File: config.mk
export PLATFORM = sky130hd
export DESIGN_NAME = srrc_retention_ctrl
export DESIGN_NICKNAME = d
export VERILOG_FILES = /design/src/srrc_pkg.sv /design/src/srrc_ram_if.sv /design/src/srrc_ram_gate.sv /design/src/srrc_retention_ctrl.sv /design/src/srrc_sync2.sv
export VERILOG_INCLUDE_DIRS = /design/src
export SDC_FILE = /design/constraint.sdc
export NUM_CORES = 1
export LEC_CHECK = 0
export ABC_AREA = 1
export BUFFER_PORTS_ARGS = -buffer_cell sky130_fd_sc_hd__buf_2
export CORE_MARGIN = 2
export CORE_UTILIZATION = 50
export DETAILED_ROUTE_END_ITERATION = 6
export PLACE_DENSITY_LB_ADDON = 0.3
export SLEW_MARGIN = 40
export SYNTH_ARGS = -nofsm -noshare
export SYNTH_HDL_FRONTEND = slang
export SYNTH_SLANG_ARGS = --single-unit
File: constraint.sdc
create_clock -name core_clk -period 2.32 [get_ports core_clk]
set_clock_uncertainty 0.15 [all_clocks]
set_input_delay 0.58 -clock core_clk [delete_from_list [all_inputs] [get_ports core_clk]]
set_output_delay 0.58 -clock core_clk [all_outputs]
set_load 0.05 [all_outputs]
File: src/srrc_params.svh
// constants for the stand-by RAM retention control block
// assumes inclusion by bare name from the package and design modules
`ifndef SRRC_PARAMS_SVH
`define SRRC_PARAMS_SVH
// reset value of the retained RAM interface enable bit
`define SRRC_ENABLE_RST 1'b0
// supply select encoding: 1 selects the stand-by supply
`define SRRC_SEL_STANDBY 1'b1
`define SRRC_SEL_MAIN 1'b0
// retained RAM size in bytes and address width (16 Kbytes)
`define SRRC_RAM_BYTES 16384
`define SRRC_ADDR_W 14
`define SRRC_DATA_W 16
// mode table encodings
`define SRRC_MODE_RUN 2'h0
`define SRRC_MODE_IDLE 2'h1
`define SRRC_MODE_PWRDN 2'h2
`define SRRC_MODE_STBY 2'h3
`endif

File: src/srrc_pkg.sv
// types for the stand-by RAM retention control block
// assumes srrc_params.svh sits in the include path
`include "srrc_params.svh"
package srrc_pkg;
   // power mode of the device as seen by this block
   typedef enum logic [1:0] {
      SRRC_RUN = 2'h0,
      SRRC_IDLE = 2'h1,
      SRRC_PWRDN = 2'h2,
      SRRC_STBY = 2'h3
   } srrc_mode_e;
   // supply sequencing states
   typedef enum logic [1:0] {
      SRRC_SQ_RESET = 2'h0,
      SRRC_SQ_MAIN_FROZEN = 2'h1,
      SRRC_SQ_ACTIVE = 2'h2
   } srrc_seq_e;
endpackage : srrc_pkg

File: src/srrc_ram_if.sv
// interface carrying core-side RAM strobes to the guarded RAM port
// assumes one clock domain, core_clk
`include "srrc_params.svh"
interface srrc_ram_if;
   logic rdStrobe; // core read request
   logic wrStrobe; // core write request
   logic [`SRRC_ADDR_W-1:0] addr; // word address
   logic [`SRRC_DATA_W-1:0] wrData; // write data
   logic freeze; // freeze command from the sequencer
   modport core (output rdStrobe, output wrStrobe, output addr,
      output wrData, output freeze);
   modport gate (input rdStrobe, input wrStrobe, input addr,
      input wrData, input freeze);
endinterface : srrc_ram_if

File: src/srrc_ram_gate.sv
// extra gating stage in front of the retained RAM
// assumes strobes arrive registered on core_clk
`include "srrc_params.svh"
module srrc_ram_gate (
   input wire logic core_clk,
   input wire logic reset_n,
   srrc_ram_if.gate ramIf,
   output logic ramRd,
   output logic ramWr,
   output logic [`SRRC_ADDR_W-1:0] ramAddr,
   output logic [`SRRC_DATA_W-1:0] ramWdata
);
   // strobes are forced inactive while frozen; a collapsing core cannot
   // leak a half-level write strobe through this registered stage
   always_ff @(posedge core_clk or negedge reset_n) begin
      if (!reset_n) begin
         ramRd <= 1'b0;
         ramWr <= 1'b0;
      end else begin
         ramRd <= ramIf.rdStrobe & ~ramIf.freeze;
         ramWr <= ramIf.wrStrobe & ~ramIf.freeze;
      end
   end
   // address and data held while frozen so the bus looks quiet
   always_ff @(posedge core_clk or negedge reset_n) begin
      if (!reset_n) begin
         ramAddr <= '0;
         ramWdata <= '0;
      end else if (!ramIf.freeze) begin
         ramAddr <= ramIf.addr;
         ramWdata <= ramIf.wrData;
      end
   end
endmodule : srrc_ram_gate

File: src/srrc_retention_ctrl.sv
// stand-by RAM retention control: freeze, supply select, RTC keep-alive
// assumes comparator levels and pins are asynchronous to core_clk
`include "srrc_params.svh"
module srrc_retention_ctrl (
   input wire logic core_clk,
   input wire logic reset_n,
   input wire logic externalResetInput_n, // reset pin, active low
   input wire logic lowVoltageDetector_n, // low until core above ~1.0V
   input wire logic coreAboveStandbyRef, // comparator: core over reference
   input wire logic coreDipDetected, // comparator: shallow 0.3-0.45V dip
   input wire logic standbySupplyPin, // pin level, strap during reset
   input wire logic enableWrite, // software write strobe
   input wire logic enableWdata, // value of the enable bit written
   input wire logic idleReq, // idle instruction executed
   input wire logic pwrdnReq, // power-down instruction executed
   input wire logic wakeReq, // interrupt wake
   input wire logic rtcUse32k, // rtc referenced to the 32 kHz oscillator
   input wire logic osc32kTick, // 32 kHz oscillator tick, asynchronous
   input wire logic coreRd,
   input wire logic coreWr,
   input wire logic [`SRRC_ADDR_W-1:0] coreAddr,
   input wire logic [`SRRC_DATA_W-1:0] coreWdata,
   output logic ramFreeze,
   output logic supplySelStandby,
   output logic retainedRamInterfaceEnable,
   output logic externalAccessSelect,
   output logic rtcRun,
   output logic cpuRun,
   output logic periphRun,
   output logic mainOscRun,
   output logic [1:0] modeState,
   output logic ramRd,
   output logic ramWr,
   output logic [`SRRC_ADDR_W-1:0] ramAddr,
   output logic [`SRRC_DATA_W-1:0] ramWdata
);
   logic rstPinSync; // synchronised reset pin, high = released
   logic lvdSync; // synchronised detector, high = core above ~1.0V
   logic aboveRefSync; // synchronised reference comparator
   logic dipSync; // synchronised shallow dip comparator
   logic strapSync; // synchronised stand-by pin level
   logic tickSync; // synchronised 32 kHz tick
   logic tickPrev_r; // previous tick for edge detection
   logic internalReset; // combined internal reset request
   logic lowSupply; // qualified low core supply
   logic enable_r; // retained RAM interface enable bit
   logic strapTaken_r; // strap captured once per reset release
   srrc_pkg::srrc_seq_e seq_r, seq_nxt; // supply sequencing state
   srrc_pkg::srrc_mode_e mode_r; // power mode state
   srrc_ram_if ramIf ();

   // every asynchronous level passes two flops before use, style
   srrc_sync2 uSyncRst (.core_clk(core_clk), .reset_n(reset_n),
      .asyncIn(externalResetInput_n), .syncOut(rstPinSync));
   srrc_sync2 uSyncLvd (.core_clk(core_clk), .reset_n(reset_n),
      .asyncIn(lowVoltageDetector_n), .syncOut(lvdSync));
   srrc_sync2 uSyncRef (.core_clk(core_clk), .reset_n(reset_n),
      .asyncIn(coreAboveStandbyRef), .syncOut(aboveRefSync));
   srrc_sync2 uSyncDip (.core_clk(core_clk), .reset_n(reset_n),
      .asyncIn(coreDipDetected), .syncOut(dipSync));
   srrc_sync2 uSyncStrap (.core_clk(core_clk), .reset_n(reset_n),
      .asyncIn(standbySupplyPin), .syncOut(strapSync));
   srrc_sync2 uSyncTick (.core_clk(core_clk), .reset_n(reset_n),
      .asyncIn(osc32kTick), .syncOut(tickSync));

   // internal reset: pin low, or detector still holding below ~1.0V;
   // the pin alone is not trusted; the detector still holds reset if the pin floats high
   assign internalReset = !rstPinSync || !lvdSync;

   // a shallow dip with the enable set is not a stand-by event;
   // with the enable clear any fall below the reference counts
   assign lowSupply = !aboveRefSync && !(enable_r && dipSync);

   // enable bit: cleared by any reset, set only by software
   always_ff @(posedge core_clk or negedge reset_n) begin
      if (!reset_n) begin
         enable_r <= `SRRC_ENABLE_RST;
      end else if (internalReset) begin
         enable_r <= `SRRC_ENABLE_RST;
      end else if (enableWrite) begin
         enable_r <= enableWdata;
      end
   end

   // sequencing: reset -> main supply but frozen -> active
   always_comb begin
      seq_nxt = seq_r;
      case (seq_r)
         srrc_pkg::SRRC_SQ_RESET: begin
            if (!internalReset) begin
               seq_nxt = srrc_pkg::SRRC_SQ_MAIN_FROZEN;
            end
         end
         srrc_pkg::SRRC_SQ_MAIN_FROZEN: begin
            if (internalReset) begin
               seq_nxt = srrc_pkg::SRRC_SQ_RESET;
            end else if (enable_r && !lowSupply) begin
               seq_nxt = srrc_pkg::SRRC_SQ_ACTIVE;
            end
         end
         srrc_pkg::SRRC_SQ_ACTIVE: begin
            if (internalReset) begin
               seq_nxt = srrc_pkg::SRRC_SQ_RESET;
            end else if (!enable_r || lowSupply) begin
               seq_nxt = srrc_pkg::SRRC_SQ_MAIN_FROZEN;
            end
         end
         default: begin
            seq_nxt = srrc_pkg::SRRC_SQ_RESET;
         end
      endcase
   end

   // state register for the supply sequence
   always_ff @(posedge core_clk or negedge reset_n) begin
      if (!reset_n) begin
         seq_r <= srrc_pkg::SRRC_SQ_RESET;
      end else begin
         seq_r <= seq_nxt;
      end
   end

   // freeze is combinational toward the gate so a clear acts at once;
   // the gate then registers it, costing one cycle at the RAM pins
   assign ramIf.freeze = internalReset || !enable_r || lowSupply
      || (seq_r != srrc_pkg::SRRC_SQ_ACTIVE);
   assign ramIf.rdStrobe = coreRd;
   assign ramIf.wrStrobe = coreWr;
   assign ramIf.addr = coreAddr;
   assign ramIf.wrData = coreWdata;

   // registered status outputs for freeze and supply select
   always_ff @(posedge core_clk or negedge reset_n) begin
      if (!reset_n) begin
         ramFreeze <= 1'b1;
         supplySelStandby <= `SRRC_SEL_STANDBY;
         retainedRamInterfaceEnable <= `SRRC_ENABLE_RST;
      end else begin
         ramFreeze <= ramIf.freeze;
         supplySelStandby <= internalReset ? `SRRC_SEL_STANDBY
            : `SRRC_SEL_MAIN;
         retainedRamInterfaceEnable <= enable_r;
      end
   end

   // strap: the stand-by pin is caught once, at the reset release
   always_ff @(posedge core_clk or negedge reset_n) begin
      if (!reset_n) begin
         strapTaken_r <= 1'b0;
         externalAccessSelect <= 1'b0;
      end else if (internalReset) begin
         strapTaken_r <= 1'b0;
      end else if (!strapTaken_r) begin
         strapTaken_r <= 1'b1;
         externalAccessSelect <= !strapSync;
      end
   end

   // power mode: reset means stand-by, instructions pick idle/power-down
   always_ff @(posedge core_clk or negedge reset_n) begin
      if (!reset_n) begin
         mode_r <= srrc_pkg::SRRC_STBY;
      end else if (internalReset) begin
         mode_r <= srrc_pkg::SRRC_STBY;
      end else if (wakeReq || mode_r == srrc_pkg::SRRC_STBY) begin
         mode_r <= srrc_pkg::SRRC_RUN;
      end else if (pwrdnReq) begin
         mode_r <= srrc_pkg::SRRC_PWRDN;
      end else if (idleReq) begin
         mode_r <= srrc_pkg::SRRC_IDLE;
      end
   end

   // tick edge history; the rtc enable does not read it
   always_ff @(posedge core_clk or negedge reset_n) begin
      if (!reset_n) begin
         tickPrev_r <= 1'b0;
      end else begin
         tickPrev_r <= tickSync;
      end
   end

   // domain enables per the summary table; in stand-by only the rtc
   // on the 32 kHz oscillator keeps running, main domain is off
   always_ff @(posedge core_clk or negedge reset_n) begin
      if (!reset_n) begin
         cpuRun <= 1'b0;
         periphRun <= 1'b0;
         mainOscRun <= 1'b0;
         rtcRun <= 1'b0;
         modeState <= `SRRC_MODE_STBY;
      end else begin
         cpuRun <= (mode_r == srrc_pkg::SRRC_RUN);
         periphRun <= (mode_r == srrc_pkg::SRRC_RUN)
            || (mode_r == srrc_pkg::SRRC_IDLE);
         mainOscRun <= (mode_r != srrc_pkg::SRRC_STBY)
            && !(mode_r == srrc_pkg::SRRC_PWRDN && rtcUse32k);
         rtcRun <= (mode_r == srrc_pkg::SRRC_STBY) ? rtcUse32k
            : 1'b1;
         modeState <= mode_r;
      end
   end

   // extra gating stage between core strobes and the RAM
   srrc_ram_gate uGate (.core_clk(core_clk), .reset_n(reset_n),
      .ramIf(ramIf), .ramRd(ramRd), .ramWr(ramWr),
      .ramAddr(ramAddr), .ramWdata(ramWdata));
endmodule : srrc_retention_ctrl

File: src/srrc_sync2.sv
// two flop synchroniser for pin and comparator levels
// assumes an asynchronous, active low reset on core_clk
module srrc_sync2 (
   input wire logic core_clk,
   input wire logic reset_n,
   input wire logic asyncIn,
   output logic syncOut
);
   logic stage1_r; // metastable stage, read only by the second flop
   // plain double flop; reset to a constant, never to a port value
   always_ff @(posedge core_clk or negedge reset_n) begin
      if (!reset_n) begin
         stage1_r <= 1'b0;
         syncOut <= 1'b0;
      end else begin
         stage1_r <= asyncIn;
         syncOut <= stage1_r;
      end
   end
endmodule : srrc_sync2

==> flow_summary.toml <==
[outcome]
status = "complete, no violations"

[die]
die_y_um = 68.74
die_x_um = 68.74
rows = 23
ioPinCount = 88
dieArea_um2 = 4725
initial_core_util_pct = 52.02
design.core.area_um2 = 4029

[global_route]
overflow = 0
grt_pass1_wl_mm = 6.265
grt_max_degree = 38
grt_pass1_vias = 1403
grt_antenna_before_repair = 0
gr-usage-all-layers_pct = 18.55

[critical_path]
worst-path-max-fanout = 1
critPathLaunchType = "flop"
slowest_stage = "dfstp_2"
path_cells = "buf_2"
critPathMaxStageDelay_ns = 0.51
r2r_slack_ns = 0.76
crit_type = "flop to output pin"
worstPathArrival_ns = 1.09
critPathTopFamily = "flip-flops"
endpoint_kind = "output pin"
crit_buf_inv = 1
crit_required_ns = 1.59

[place]
gp_congestion = 0.8130
place_hpwl_mm = 2.835
portBuffers = 86

[cts]
insertion_delay_ns = 0.32
cts_buffer_depth = 2
cts_root_buf = "clkbuf_8"
cts_resized = 0
clock-sinks = 58
cts_made_buffers = 9
htree_levels = 3
cts_tree = "built"
clk_pin_slew_ns = 0.07
postCtsHoldBufs = 0
post_cts_buffers = 0

[sta]
worst_hold_slack_ns = 0.06547
setup_viol = 0
slew_violations = 0
hold_viol_final = 0
finalSetupTns_ns = 0
min_period_ns = 1.817
relSlewSlack_pct = 66.92
worst_slew_pin_slew_ns = 0.4963
post-route-period-util_pct = 78.30
fmax_ghz = 0.5505
rsz0062_at_grt = "no"

[detailed_routing]
routed_via_density = 4.718
vias = 1609
drcViolationCount = 0
drtIter0Drc = 70
firstDrtPassIters = 4
totalWireLength_mm = 4.128
wl_per_cell_um = 12.11
antenna_left = 0

[power_and_ir_drop]
finalPower_mw = 2.111
p_leak_nw = 1.368
power.density_nw_per_um2 = 766.6
peakVddDrop_mv = 0.5803

[synthesis]
synthCells = 195
ys_types = 19
async_flop_share_pct = 100.0
syn_avg_cell_area_um2 = 10.75
netlist_area_um2 = 2096
synth_fp_nets = 241
synth_ff_type = "dfrtp_1"
synth_edf_count = 0
yosysSeqAreaShare_pct = 69.61
ys_ff_latch = 58
synth_warnings = 0

[cells_and_area]
drive_above_1_share_pct = 41.24
insertedDiodeCount = 0
nets = 332
final_util_pct = 68.35
area_growth_pct = 31.40
fillers = 334

[hold_path]
hold_path.class = "primary input to async pin"

[job]
max_cap_viol_count = 0
-- cells in the mapped netlist, types with 2 or more instances --
cell type	instances	share of area [%]
buf_4	4	1.4
nor2_1	9	1.6
inv_2	2	0.36
inv_1	6	1.1
buf_6	3	1.6
dfrtp_1	52	62
nand2_1	66	12
nor2_2	2	0.60
nor2_4	2	1.1
a21oi_1	2	0.48
buf_2	2	0.48
o21ai_0	2	0.48
nand3_1	32	7.6
dfstp_2	6	7.5
-- report_power, final --
part	internal (mW)	switching, mW
Clock	0.548	0.371
Combinational	0.0462	0.0963
Sequential	1.04	0.00922
Total	1.63	0.476
-- path summary, 6_finish.rpt --
kind                                                  start                       endpoint  cells past startpoint
worst max-delay path                 modeState[0]$_DFF_PN1_                   modeState[0]                      1
worst min-delay path                                reset_n          uGate.ramRd$_DFF_PN0_                      1
worst max register to register         seq_r[0]$_DFFE_PN0P_  uGate.ramWdata[4]$_DFFE_PN0N_                      6
worst min register to register  uSyncDip.stage1_r$_DFF_PN0_     uSyncDip.syncOut$_DFF_PN0_                      0
max in group asynchronous                           reset_n         modeState[1]$_DFF_PN1_                      2
min in group core_clk           uSyncDip.stage1_r$_DFF_PN0_     uSyncDip.syncOut$_DFF_PN0_                      0
-- cell type report --
| type | count | area, um2 | share of cell area, % |
|---|---|---|---|
| clock buffers | 11 | 151.4 | 5.497 |
| clock inverters | 5 | 52.55 | 1.908 |
| inverters | 8 | 30.03 | 1.090 |
| multi-input cells | 120 | 533.0 | 19.35 |
| flip-flops and latches | 58 | 1459 | 52.98 |
| well taps | 50 | 62.56 | 2.272 |
| repair buffers | 89 | 465.4 | 16.90 |
-- through the flow --
| step | worst slack (ns) | std cells | instance area [um2] |
|---|---|---|---|
| 3_5_place_dp | 0.7773 | 325 | 2550 |
| 5_1_grt | 0.4722 | 341 | 2754 |
| 3_3_place_gp | 0.7918 | 325 | 2550 |
| 2_1_floorplan | 0.9345 | 195 | 2096 |
| 4_1_cts | 0.4827 | 341 | 2754 |
| 6_report | 0.5034 | 341 | 2754 |
-- logic make-up after synthesis --
| family | after synthesis | share of synthesized area [%] |
|---|---|---|
| flops | 58 | 69.61 |
| compound gates | 6 | 1.552 |
| buf+inv | 17 | 4.955 |
| simple gates | 114 | 23.88 |
-- layout by cell type (no fill, tap or decap) --
| cell type | Yosys | layout |
|---|---|---|
| a21oi_1 | 2 | 2 |
| clkinvlp_4 | 0 | 1 |
| clkbuf_8 | 0 | 11 |
| o21ai_1 | 1 | 1 |
| inv_1 | 6 | 6 |
| nor2_4 | 2 | 2 |
| nor2_2 | 2 | 2 |
| o21ai_0 | 2 | 2 |
| nor2_1 | 9 | 9 |
| nand2_2 | 1 | 1 |
| bufinv_16 | 0 | 1 |
| dfstp_2 | 6 | 6 |
| buf_2 | 2 | 86 |
| buf_4 | 4 | 2 |
| inv_2 | 2 | 2 |
| dfrtp_1 | 52 | 52 |
| nand2_1 | 66 | 66 |
| or2_2 | 1 | 1 |
| nand3_1 | 32 | 32 |
| o31ai_1 | 1 | 1 |
| nand2_4 | 1 | 1 |
| clkinv_2 | 0 | 3 |
| buf_12 | 0 | 1 |
-- metal layers --
| layer | up-vias | global-route usage (%) | wire length [um] |
|---|---|---|---|
| met5 | - | 0 | 0 |
| met4 | 0 | 10.29 | 53 |
| met3 | 5 | 5.195 | 301 |
| met2 | 61 | 29.57 | 1979 |
| met1 | 744 | 22.82 | 1795 |
| li1 | 799 | - | - |
-- flip-flops by register name, summed over array words and instances (netlist names), 2 cells and up --
| register | count |
|---|---|
| uGate.ramAddr | 14 |
| uGate.ramWdata | 16 |
| modeState | 2 |
| seq_r | 2 |
| mode_r | 2 |
Note: power is estimated with default switching activity, not from simulation.
